$ cat src/vic_pkg.sv
package vic_pkg;

  // ==========================================================
  // Sizes
  localparam int NUM_IRQ = 72;
  localparam int FLAG_REGS = 5;
  localparam int PRIO_REGS = 18;
  localparam int PRIO_PER_REG = 4;
  localparam int PRIO_FIELD = 4;
  localparam int PRIO_W = 3;
  localparam int ADDR_W = 6;
  localparam int DATA_W = 16;
  localparam int VEC_W = 7;
  localparam int LVL_W = 4;
  localparam int TADDR_W = 24;
  localparam int EXT_N = 5;
  localparam int TRAP_N = 5;

  // ==========================================================
  // Register indices
  localparam logic [ADDR_W-1:0] IDX_GCTL1 = 6'h00;
  localparam logic [ADDR_W-1:0] IDX_GCTL2 = 6'h01;
  localparam logic [ADDR_W-1:0] IDX_FLAG0 = 6'h02;
  localparam logic [ADDR_W-1:0] IDX_EN0 = 6'h07;
  localparam logic [ADDR_W-1:0] IDX_PRIO0 = 6'h0C;
  localparam logic [ADDR_W-1:0] IDX_PEND = 6'h1E;
  localparam logic [ADDR_W-1:0] IDX_STATUS = 6'h1F;
  localparam logic [ADDR_W-1:0] IDX_CORE = 6'h20;

  // ==========================================================
  // Field positions, masks and reset values
  localparam int NEST_BIT = 15;
  localparam int ALT_BIT = 15;
  localparam int DISI_BIT = 14;
  localparam int IPL_LSB = 5;
  localparam int IPL_MSB_BIT = 3;
  localparam int PEND_LVL_LSB = 8;
  localparam logic [DATA_W-1:0] GCTL1_WMASK = 16'hFFFE;
  localparam logic [DATA_W-1:0] GCTL2_WMASK = 16'h801F;
  localparam logic [DATA_W-1:0] PRIO_WMASK = 16'h7777;
  localparam logic [DATA_W-1:0] GCTL_RST = 16'h0000;
  localparam logic [DATA_W-1:0] STATUS_RST = 16'h0000;
  localparam logic [DATA_W-1:0] CORE_RST = 16'h0020;
  localparam logic [LVL_W-1:0] USER_MAX_LVL = 4'h7;

  // ==========================================================
  // Vector map
  localparam int VEC_OFS = 8;
  localparam int TRAP_VEC0 = 1;
  localparam logic [TADDR_W-1:0] TBL_BASE = 24'h000004;
  localparam logic [TADDR_W-1:0] ALT_OFS = 24'h000100;
  // External pins 0..4 in request order
  localparam int EXT_IRQ [EXT_N] = '{0, 20, 29, 53, 54};
  // Traps: osc fail, address, stack, math, DMA
  localparam int TRAP_BIT [TRAP_N] = '{1, 3, 2, 4, 5};
  localparam logic [LVL_W-1:0] TRAP_LVL [TRAP_N] = '{4'hE, 4'hD, 4'hC, 4'hB, 4'hA};
  // Named sources of the upper map
  localparam int IRQ_CODEC_ERR = 59;
  localparam int IRQ_CODEC_DONE = 60;
  localparam int IRQ_SER1_ERR = 65;
  localparam int IRQ_SER2_ERR = 66;
  localparam int IRQ_CAN1_TX = 70;
  localparam int IRQ_CAN2_TX = 71;

  // ==========================================================
  // Carriers
  typedef struct packed {
    logic valid;
    logic [VEC_W-1:0] vec;
    logic [LVL_W-1:0] lvl;
  } vic_win_t;

  typedef struct packed {
    logic [DATA_W-1:0] gctl1;
    logic [DATA_W-1:0] gctl2;
    logic [FLAG_REGS-1:0][DATA_W-1:0] flag;
    logic [FLAG_REGS-1:0][DATA_W-1:0] en;
    logic [PRIO_REGS-1:0][DATA_W-1:0] prio;
    logic [DATA_W-1:0] status;
    logic [DATA_W-1:0] core;
    logic [EXT_N-1:0] pin_s1;
    logic [EXT_N-1:0] pin_s2;
    logic [EXT_N-1:0] pin_prev;
    vic_win_t pend;
    logic [TADDR_W-1:0] pend_addr;
    logic [DATA_W-1:0] rdata;
  } vic_state_t;

endpackage : vic_pkg

$ cat src/vic_arbiter.sv
`timescale 1ns/10ps
module vic_arbiter
  import vic_pkg::*;
(
  input wire logic [NUM_IRQ-1:0] req,
  input wire logic [NUM_IRQ-1:0][PRIO_W-1:0] prio,
  input wire logic [TRAP_N-1:0] trap,
  input wire logic [LVL_W-1:0] cpu_lvl,
  output vic_win_t win
);

  // ==========================================================
  // Priority search
  // Ascending scan replacing only on strictly higher level, so
  // equal levels keep the lower vector.
  always_comb begin
    logic [LVL_W-1:0] lvl;
    lvl = '0;
    win = '0;
    for (int i = 0; i < TRAP_N; i++) begin
      if (trap[i] && TRAP_LVL[i] > cpu_lvl && (!win.valid || TRAP_LVL[i] > win.lvl)) begin
        win.valid = 1'b1;
        win.vec = VEC_W'(i + TRAP_VEC0);
        win.lvl = TRAP_LVL[i];
      end
    end
    for (int i = 0; i < NUM_IRQ; i++) begin
      lvl = {1'b0, prio[i]};
      if (req[i] && lvl > cpu_lvl && (!win.valid || lvl > win.lvl)) begin
        win.valid = 1'b1;
        win.vec = VEC_W'(i + VEC_OFS);
        win.lvl = lvl;
      end
    end
  end

endmodule : vic_arbiter

$ cat src/vic_controller.sv
// Design decisions made here: the plain strobed port and the register offsets.
`timescale 1ns/10ps
// Contract
// - Requests 46..71 use vectors 54..79; address twice vector plus 4, alternate +0x100.
// - Requests 59,60 codec error/done; 65,66 serial errors; 70,71 CAN transmit.
// - Trap vectors 1..5: oscillator, address, stack, math, DMA errors.
// - Thirty-one controller registers: two control, five flag, five enable, eighteen priority, pending.
// - First control register holds nesting disable and trap flags.
// - Second control register holds pin edge polarity and alternate table select.
// - Each source has a flag set by hardware and cleared only by software.
// - Each user source has its own enable; only enabled user sources interrupt; traps have no enable.
// - Each user source has a programmable three-bit priority.
// - Flag, enable and priority positions follow request number order.
// - Pending register latches 7-bit vector and 4-bit new level.
// - Latched new level equals priority of the pending interrupt.
// - Status bits 7:5 hold low level bits, writable by software.
// - Level top bit lives in core control, read-only to software.
// - Level is four bits; top bit set blocks all user interrupts.
// - Low bits 111 give level 7 and block all user interrupts.
// - Nesting disable makes the status level bits read-only.
// - Alternate select makes all vectors come from the alternate table.
// - Among equal requests the lower vector wins.
// - Nesting disable set stops nesting of user interrupts (ack sets level 7), traps still nest; clear allows it.
// - Polarity bit 1 selects falling edge, 0 rising edge.
module vic_controller
  import vic_pkg::*;
#(
  parameter int IRQ_COUNT = NUM_IRQ
)(
  input wire logic clk,
  input wire logic nrst,
  input wire logic [ADDR_W-1:0] addr,
  input wire logic [DATA_W-1:0] wdata,
  input wire logic wr,
  input wire logic rd,
  output logic [DATA_W-1:0] rdata,
  input wire logic [NUM_IRQ-1:0] irq_set,
  input wire logic [EXT_N-1:0] ext_pin,
  input wire logic [TRAP_N-1:0] trap_set,
  input wire logic disi_active,
  input wire logic core_ack,
  input wire logic lvl_restore,
  input wire logic [LVL_W-1:0] lvl_restore_val,
  output logic pend_valid,
  output logic [VEC_W-1:0] pend_vec,
  output logic [LVL_W-1:0] pend_lvl,
  output logic [TADDR_W-1:0] pend_addr,
  output logic [LVL_W-1:0] cpu_priority_level
);

  // ==========================================================
  // Elaboration check
  if (IRQ_COUNT != NUM_IRQ || NUM_IRQ > FLAG_REGS * DATA_W || NUM_IRQ > PRIO_REGS * PRIO_PER_REG) begin : g_chk
    $error("vic_controller: request count does not fit the register set");
  end

  // Named upper-map sources must land inside the request range
  if (IRQ_CAN2_TX >= NUM_IRQ || IRQ_CODEC_ERR >= NUM_IRQ) begin : g_chk_map
    $error("vic_controller: named source outside the request range");
  end

  // ==========================================================
  // Helpers
  function automatic logic [TADDR_W-1:0] vec_addr(input logic [VEC_W-1:0] v, input logic alt);
    logic [TADDR_W-1:0] a;
    a = TBL_BASE + (TADDR_W'(v) << 1);
    if (alt) begin
      a = a + ALT_OFS;
    end
    return a;
  endfunction : vec_addr

  function automatic logic [DATA_W-1:0] merge(input logic [DATA_W-1:0] old,
                                              input logic [DATA_W-1:0] nw,
                                              input logic [DATA_W-1:0] mask);
    return (old & ~mask) | (nw & mask);
  endfunction : merge

  function automatic logic hit(input logic [ADDR_W-1:0] a, input logic [ADDR_W-1:0] base, input int n,
                               output int idx);
    idx = int'(a) - int'(base);
    return idx >= 0 && idx < n;
  endfunction : hit

  // ==========================================================
  // State
  vic_state_t state_reg;
  vic_state_t state_next;

  logic [NUM_IRQ-1:0] flag_vec;
  logic [NUM_IRQ-1:0] en_vec;
  logic [NUM_IRQ-1:0][PRIO_W-1:0] prio_vec;
  logic [TRAP_N-1:0] trap_vec;
  logic [LVL_W-1:0] cur_lvl;
  vic_win_t win;

  // ==========================================================
  // Flattened views in request order
  always_comb begin
    for (int i = 0; i < NUM_IRQ; i++) begin
      flag_vec[i] = state_reg.flag[i / DATA_W][i % DATA_W];
      en_vec[i] = state_reg.en[i / DATA_W][i % DATA_W];
      prio_vec[i] = state_reg.prio[i / PRIO_PER_REG][(i % PRIO_PER_REG) * PRIO_FIELD +: PRIO_W];
    end
    for (int t = 0; t < TRAP_N; t++) begin
      trap_vec[t] = state_reg.gctl1[TRAP_BIT[t]];
    end
  end

  // Level: core bit on top of status bits
  assign cur_lvl = {state_reg.core[IPL_MSB_BIT], state_reg.status[IPL_LSB +: 3]};

  vic_arbiter u_arb (
    .req(flag_vec & en_vec),
    .prio(prio_vec),
    .trap(trap_vec),
    .cpu_lvl(cur_lvl),
    .win(win)
  );

  // ==========================================================
  // Next state
  always_comb begin
    logic [EXT_N-1:0] edge_hit;
    logic [NUM_IRQ-1:0] set_vec;
    logic [TRAP_N-1:0] tset;
    int idx;
    edge_hit = '0;
    set_vec = irq_set;
    tset = trap_set;
    idx = 0;
    state_next = state_reg;

    // Pin synchroniser; only the second stage feeds edge logic
    state_next.pin_s1 = ext_pin;
    state_next.pin_s2 = state_reg.pin_s1;
    state_next.pin_prev = state_reg.pin_s2;
    for (int p = 0; p < EXT_N; p++) begin
      if (state_reg.gctl2[p]) begin
        edge_hit[p] = state_reg.pin_prev[p] & ~state_reg.pin_s2[p];
      end else begin
        edge_hit[p] = ~state_reg.pin_prev[p] & state_reg.pin_s2[p];
      end
      set_vec[EXT_IRQ[p]] = set_vec[EXT_IRQ[p]] | edge_hit[p];
    end

    // Software writes
    if (wr) begin
      if (addr == IDX_GCTL1) begin
        state_next.gctl1 = merge(state_reg.gctl1, wdata, GCTL1_WMASK);
      end
      if (addr == IDX_GCTL2) begin
        state_next.gctl2 = merge(state_reg.gctl2, wdata, GCTL2_WMASK);
      end
      if (hit(addr, IDX_FLAG0, FLAG_REGS, idx)) begin
        state_next.flag[idx] = wdata;
      end
      if (hit(addr, IDX_EN0, FLAG_REGS, idx)) begin
        state_next.en[idx] = wdata;
      end
      if (hit(addr, IDX_PRIO0, PRIO_REGS, idx)) begin
        state_next.prio[idx] = wdata & PRIO_WMASK;
      end
      if (addr == IDX_STATUS) begin
        state_next.status = wdata;
        if (state_reg.gctl1[NEST_BIT]) begin
          state_next.status[IPL_LSB +: 3] = state_reg.status[IPL_LSB +: 3];
        end
      end
      if (addr == IDX_CORE) begin
        state_next.core = wdata;
        state_next.core[IPL_MSB_BIT] = state_reg.core[IPL_MSB_BIT];
      end
    end

    // Core taking the presented vector raises the level
    if (core_ack && state_reg.pend.valid) begin
      if (state_reg.pend.lvl > USER_MAX_LVL) begin
        state_next.core[IPL_MSB_BIT] = 1'b1;
        state_next.status[IPL_LSB +: 3] = state_reg.pend.lvl[2:0];
      end else if (state_reg.gctl1[NEST_BIT]) begin
        state_next.status[IPL_LSB +: 3] = USER_MAX_LVL[2:0];
      end else begin
        state_next.status[IPL_LSB +: 3] = state_reg.pend.lvl[2:0];
      end
    end else if (lvl_restore) begin
      state_next.core[IPL_MSB_BIT] = lvl_restore_val[3];
      state_next.status[IPL_LSB +: 3] = lvl_restore_val[2:0];
    end

    // Hardware sets win over a same-cycle software clear
    for (int i = 0; i < NUM_IRQ; i++) begin
      if (set_vec[i]) begin
        state_next.flag[i / DATA_W][i % DATA_W] = 1'b1;
      end
    end
    for (int t = 0; t < TRAP_N; t++) begin
      if (tset[t]) begin
        state_next.gctl1[TRAP_BIT[t]] = 1'b1;
      end
    end

    // Pending latch, refreshed every cycle
    state_next.pend = win;
    state_next.pend_addr = win.valid ? vec_addr(win.vec, state_reg.gctl2[ALT_BIT]) : '0;

    // Read data, one cycle after the strobe
    state_next.rdata = '0;
    if (rd) begin
      if (addr == IDX_GCTL1) begin
        state_next.rdata = state_reg.gctl1;
      end
      if (addr == IDX_GCTL2) begin
        state_next.rdata = state_reg.gctl2;
        state_next.rdata[DISI_BIT] = disi_active;
      end
      if (hit(addr, IDX_FLAG0, FLAG_REGS, idx)) begin
        state_next.rdata = state_reg.flag[idx];
      end
      if (hit(addr, IDX_EN0, FLAG_REGS, idx)) begin
        state_next.rdata = state_reg.en[idx];
      end
      if (hit(addr, IDX_PRIO0, PRIO_REGS, idx)) begin
        state_next.rdata = state_reg.prio[idx];
      end
      if (addr == IDX_PEND) begin
        state_next.rdata[PEND_LVL_LSB +: LVL_W] = state_reg.pend.lvl;
        state_next.rdata[VEC_W-1:0] = state_reg.pend.vec;
      end
      if (addr == IDX_STATUS) begin
        state_next.rdata = state_reg.status;
      end
      if (addr == IDX_CORE) begin
        state_next.rdata = state_reg.core;
      end
    end
  end

  // ==========================================================
  // Registers
  always_ff @(posedge clk or negedge nrst) begin
    if (!nrst) begin
      state_reg <= '0;
      state_reg.gctl1 <= GCTL_RST;
      state_reg.gctl2 <= GCTL_RST;
      state_reg.status <= STATUS_RST;
      state_reg.core <= CORE_RST;
    end else begin
      state_reg <= state_next;
    end
  end

  // ==========================================================
  // Outputs
  assign rdata = state_reg.rdata;
  assign pend_valid = state_reg.pend.valid;
  assign pend_vec = state_reg.pend.vec;
  assign pend_lvl = state_reg.pend.lvl;
  assign pend_addr = state_reg.pend_addr;
  assign cpu_priority_level = cur_lvl;

endmodule : vic_controller

$ cat config.mk
export PLATFORM = sky130hd
export DESIGN_NAME = vic_controller
export DESIGN_NICKNAME = d
export VERILOG_FILES = /design/src/vic_pkg.sv /design/src/vic_arbiter.sv /design/src/vic_controller.sv
export SDC_FILE = /design/constraint.sdc
export NUM_CORES = 2
export LEC_CHECK = 0
export BUFFER_PORTS_ARGS = -buffer_cell sky130_fd_sc_hd__buf_2
export CAP_MARGIN = 20
export CORE_MARGIN = 2
export CORE_UTILIZATION = 64
export DETAILED_ROUTE_END_ITERATION = 12
export HOLD_SLACK_MARGIN = 0.08
export PLACE_DENSITY = 0.82
export REMOVE_ABC_BUFFERS = 1
export SYNTH_ARGS = -nofsm -noshare
export SYNTH_HDL_FRONTEND = slang
export SYNTH_SLANG_ARGS = --single-unit
$ cat constraint.sdc
create_clock -name clk -period 145.6 [get_ports clk]
set_input_delay 14.56 -clock clk [delete_from_list [all_inputs] [get_ports clk]]
set_output_delay 14.56 -clock clk [all_outputs]
set_load 0.05 [all_outputs]
==> out/qor.txt <==
FF-to-FF Start -> cpu_priority_level[2]
Chip Width -> 264 µm
Seq pwr share -> 30.3%
CTS tree -> done
CTS HTree Levels -> 2
Critical setup path kind -> reg2reg
Layout cells sized above 1 -> 17.1%
Crit path launch -> cpu_priority_level[2]
Core Area -> 66900 µm²
Routed Antenna Nets -> 0
Sw Pwr -> 0.258 mW
Static Leakage -> 22.6 nW
Final Hold Vio Count -> 0
First-pass GRT wire length -> 253000 µm
HP Start -> state_next[58]
Initial DRT Pass Iterations -> 8
Fillers -> 5228
CP startpoint kind -> register
Ys async rst share -> 100%
Fin. max-slew vios -> 0
Final wirelength -> 175000 µm
Fin area -> 46600 µm²
GPL Wtd Cong -> 1.06
Via count -> 40500
CTS Buf Count -> 60
Vias in the first global route -> 37800
Mapped Area -> 43200 µm²
Sequential area share after synthesis -> 32.1%
Gr usage total -> 49.7%
Cts hold-fix bufs -> 0
Clock tree root driver cell -> clkbuf_16
WP buf/inv -> 39
RSZ-0062 raised after global routing -> false
Die height -> 264 µm
Main flop type after synthesis -> dfrtp_1
Via density -> 7.20
Endpoints failing setup -> 0
Initial antenna violation count -> 25
Status -> finished clean
Placed Instance Area -> 44400 µm²
P_int -> 0.356 mW
Cells after synthesis -> 4667
Final min period -> 123.34 ns
Worst Hold Class -> reg2reg
Initial detailed-routing violation count -> 5704
Worst Tran Pin Value -> 1.16 ns
Largest register FFs -> 216
Slew margin rel. -> 22.8%
IO Pins -> 171
Number of cell rows -> 95
Commonest non-fill, non-tap cells in the layout -> 565 x nand2_1, 550 x dfrtp_1, 445 x ha_1
Peak VDD IR -> 16.0 µV
Final worst slack -> 22.26 ns
DRC errors left -> 0
Post-CTS Setup Bufs -> 0
Top cells by area, synth -> dfrtp_1 32%, ha_1 13%, mux2_2 7.5%, nand2_1 4.9%, mux4_2 4.9%
Yosys top cell by area -> dfrtp_1
CTS resizes -> 0
Slowest stage delay, CP -> 0.83 ns
Highest Clock Rate -> 8.11 MHz
Final Util -> 69.6%
Slowest CP cell -> o21ai_0
CP Capture Type -> register
Final net count -> 5257
Bufs on Longest Clock Path -> 3
PortBufs -> 155
CP max FO -> 18
Kind of cell adding the most delay to the critical path -> compound AO/OA/AOI/OAI gates
Worst skew pair latency -> 0.69 ns
Flops & latches, synth -> 553
Setup_tns -> 0 ns
Comb pwr share -> 43.1%
CTS Sinks -> 553
Pre-CTS setup slack -> 26.43 ns
Largest net degree at the start of global routing -> 175
Final hold slack -> 0.347 ns
Pwr Density -> 13.2 nW/µm²
Syn_area_per_cell -> 9.25 µm²
Reg clk slew, reported paths -> 0.06 ns
Syn-to-layout area delta -> 7.87%
Sw Ratio -> 42.0%
Share of the synthesized area in the top cell type -> 32.0%
Most frequent CP cell -> a21oi_1
Die area -> 69600 µm²
Clock power share -> 26.5%
Routed len/inst -> 31.1 µm
Leading cell type in the layout, fill and taps excluded -> nand2_1
Max Cap Viol -> 0
YS warnings -> 0
Detailed Place HPWL -> 128000 µm
Distinct cell type count after synthesis -> 115
Tcrit/Tclk final -> 84.7%
Worst path arrival time -> 123.90 ns
Congestion Overflow GR -> 0
Post-synth EDFFs -> 0
Worst Path Required -> 146.16 ns
Final Skew -> 0.0271 ns
Initial Util -> 64.5%
[through the flow]
step           total power [mW]  std cells
6_report                  0.615       5622
2_1_floorplan             0.348       4404
5_1_grt                   0.642       5618
4_1_cts                   0.603       5615
3_3_place_gp              0.432       5505
3_5_place_dp              0.441       5505
[logic make-up after synthesis]
logic type	synth area share (%)
and+or+nand+nor	17.4
AOI/OAI and AO/OA	18.2
DFF	32.1
buffers and inverters	5.29
adders and majority gates	12.9
muxes	13.9
xor gates and xnor gates	0.223
other	0.00869
[power by group through the flow]
stage	Clock (mW)	Sequential (mW)	Combinational [mW]
detailed placement	0	0.187	0.253
global route	0.169	0.187	0.287
CTS	0.163	0.185	0.256
floorplan	0	0.188	0.160
finish	0.163	0.187	0.265
global placement	0	0.187	0.245
[layer usage]
layer  track usage [%]  share of wire (%)  vias up
met5                 0               0.15        -
met4              35.2                8.6       42
met3              17.1                 14      684
met2              69.6                 40     2894
met1              64.3                 37    19700
li1                  -                  -    17200
[path summary, 6_finish.rpt]
check | endpoint | slack, ns | cells after the start
setup / recovery | pend_addr[5] | 22.26 | 590
hold / removal | state_next[53] | 0.35 | 0
setup reg to reg | pend_addr[5] | 22.26 | 590
hold reg to reg | state_next[53] | 0.35 | 0
max in group asynchronous | prio_vec[48] | 129.31 | 3
min in group asynchronous | prio_vec[5] | 13.87 | 1
[area by class of cell]
cell class	count	area, µm²	share of cell area [%]
clock buffers	84	1700	3.65
clock inverters	26	374	0.803
diodes	4	10.0	0.0215
inverters	257	967	2.08
well taps	873	1090	2.35
repair buffers	231	1410	3.03
multi-input cells	3594	27200	58.3
flip-flops and latches	553	13800	29.7
[Yosys cell counts (15+ instances only)]
cell,n
nand4_1,48
clkbuf_1,179
o21ai_0,277
mux2i_1,64
nand3b_1,79
inv_1,255
buf_2,16
o21a_1,63
o31ai_1,16
a31oi_1,51
and3_1,40
mux2_2,287
a311oi_1,59
a22oi_1,29
nand2b_1,41
a21o_1,94
nand3_1,121
o211ai_1,46
nor4_1,22
a32oi_1,24
o22ai_1,41
nor3_1,76
a211oi_1,29
or2_2,25
buf_4,60
nand2_1,565
or3_1,20
dfrtp_1,552
nor2b_1,124
a311o_1,15
and2_1,69
buf_1,18
a21oi_1,255
nor2_1,195
ha_1,445
mux4_2,93
[worst register-to-register path: cells and delay by family, from the launching register on]
kind | cells | cell delay, ns
muxes | 14 | 4.60
adders and majority gates | 72 | 20.09
and+or+nand+nor | 142 | 27.80
buffers and inverters | 39 | 4.62
AOI/OAI and AO/OA | 323 | 65.41
DFF | 1 | 0.74
Power figures use the tool's default switching activity.
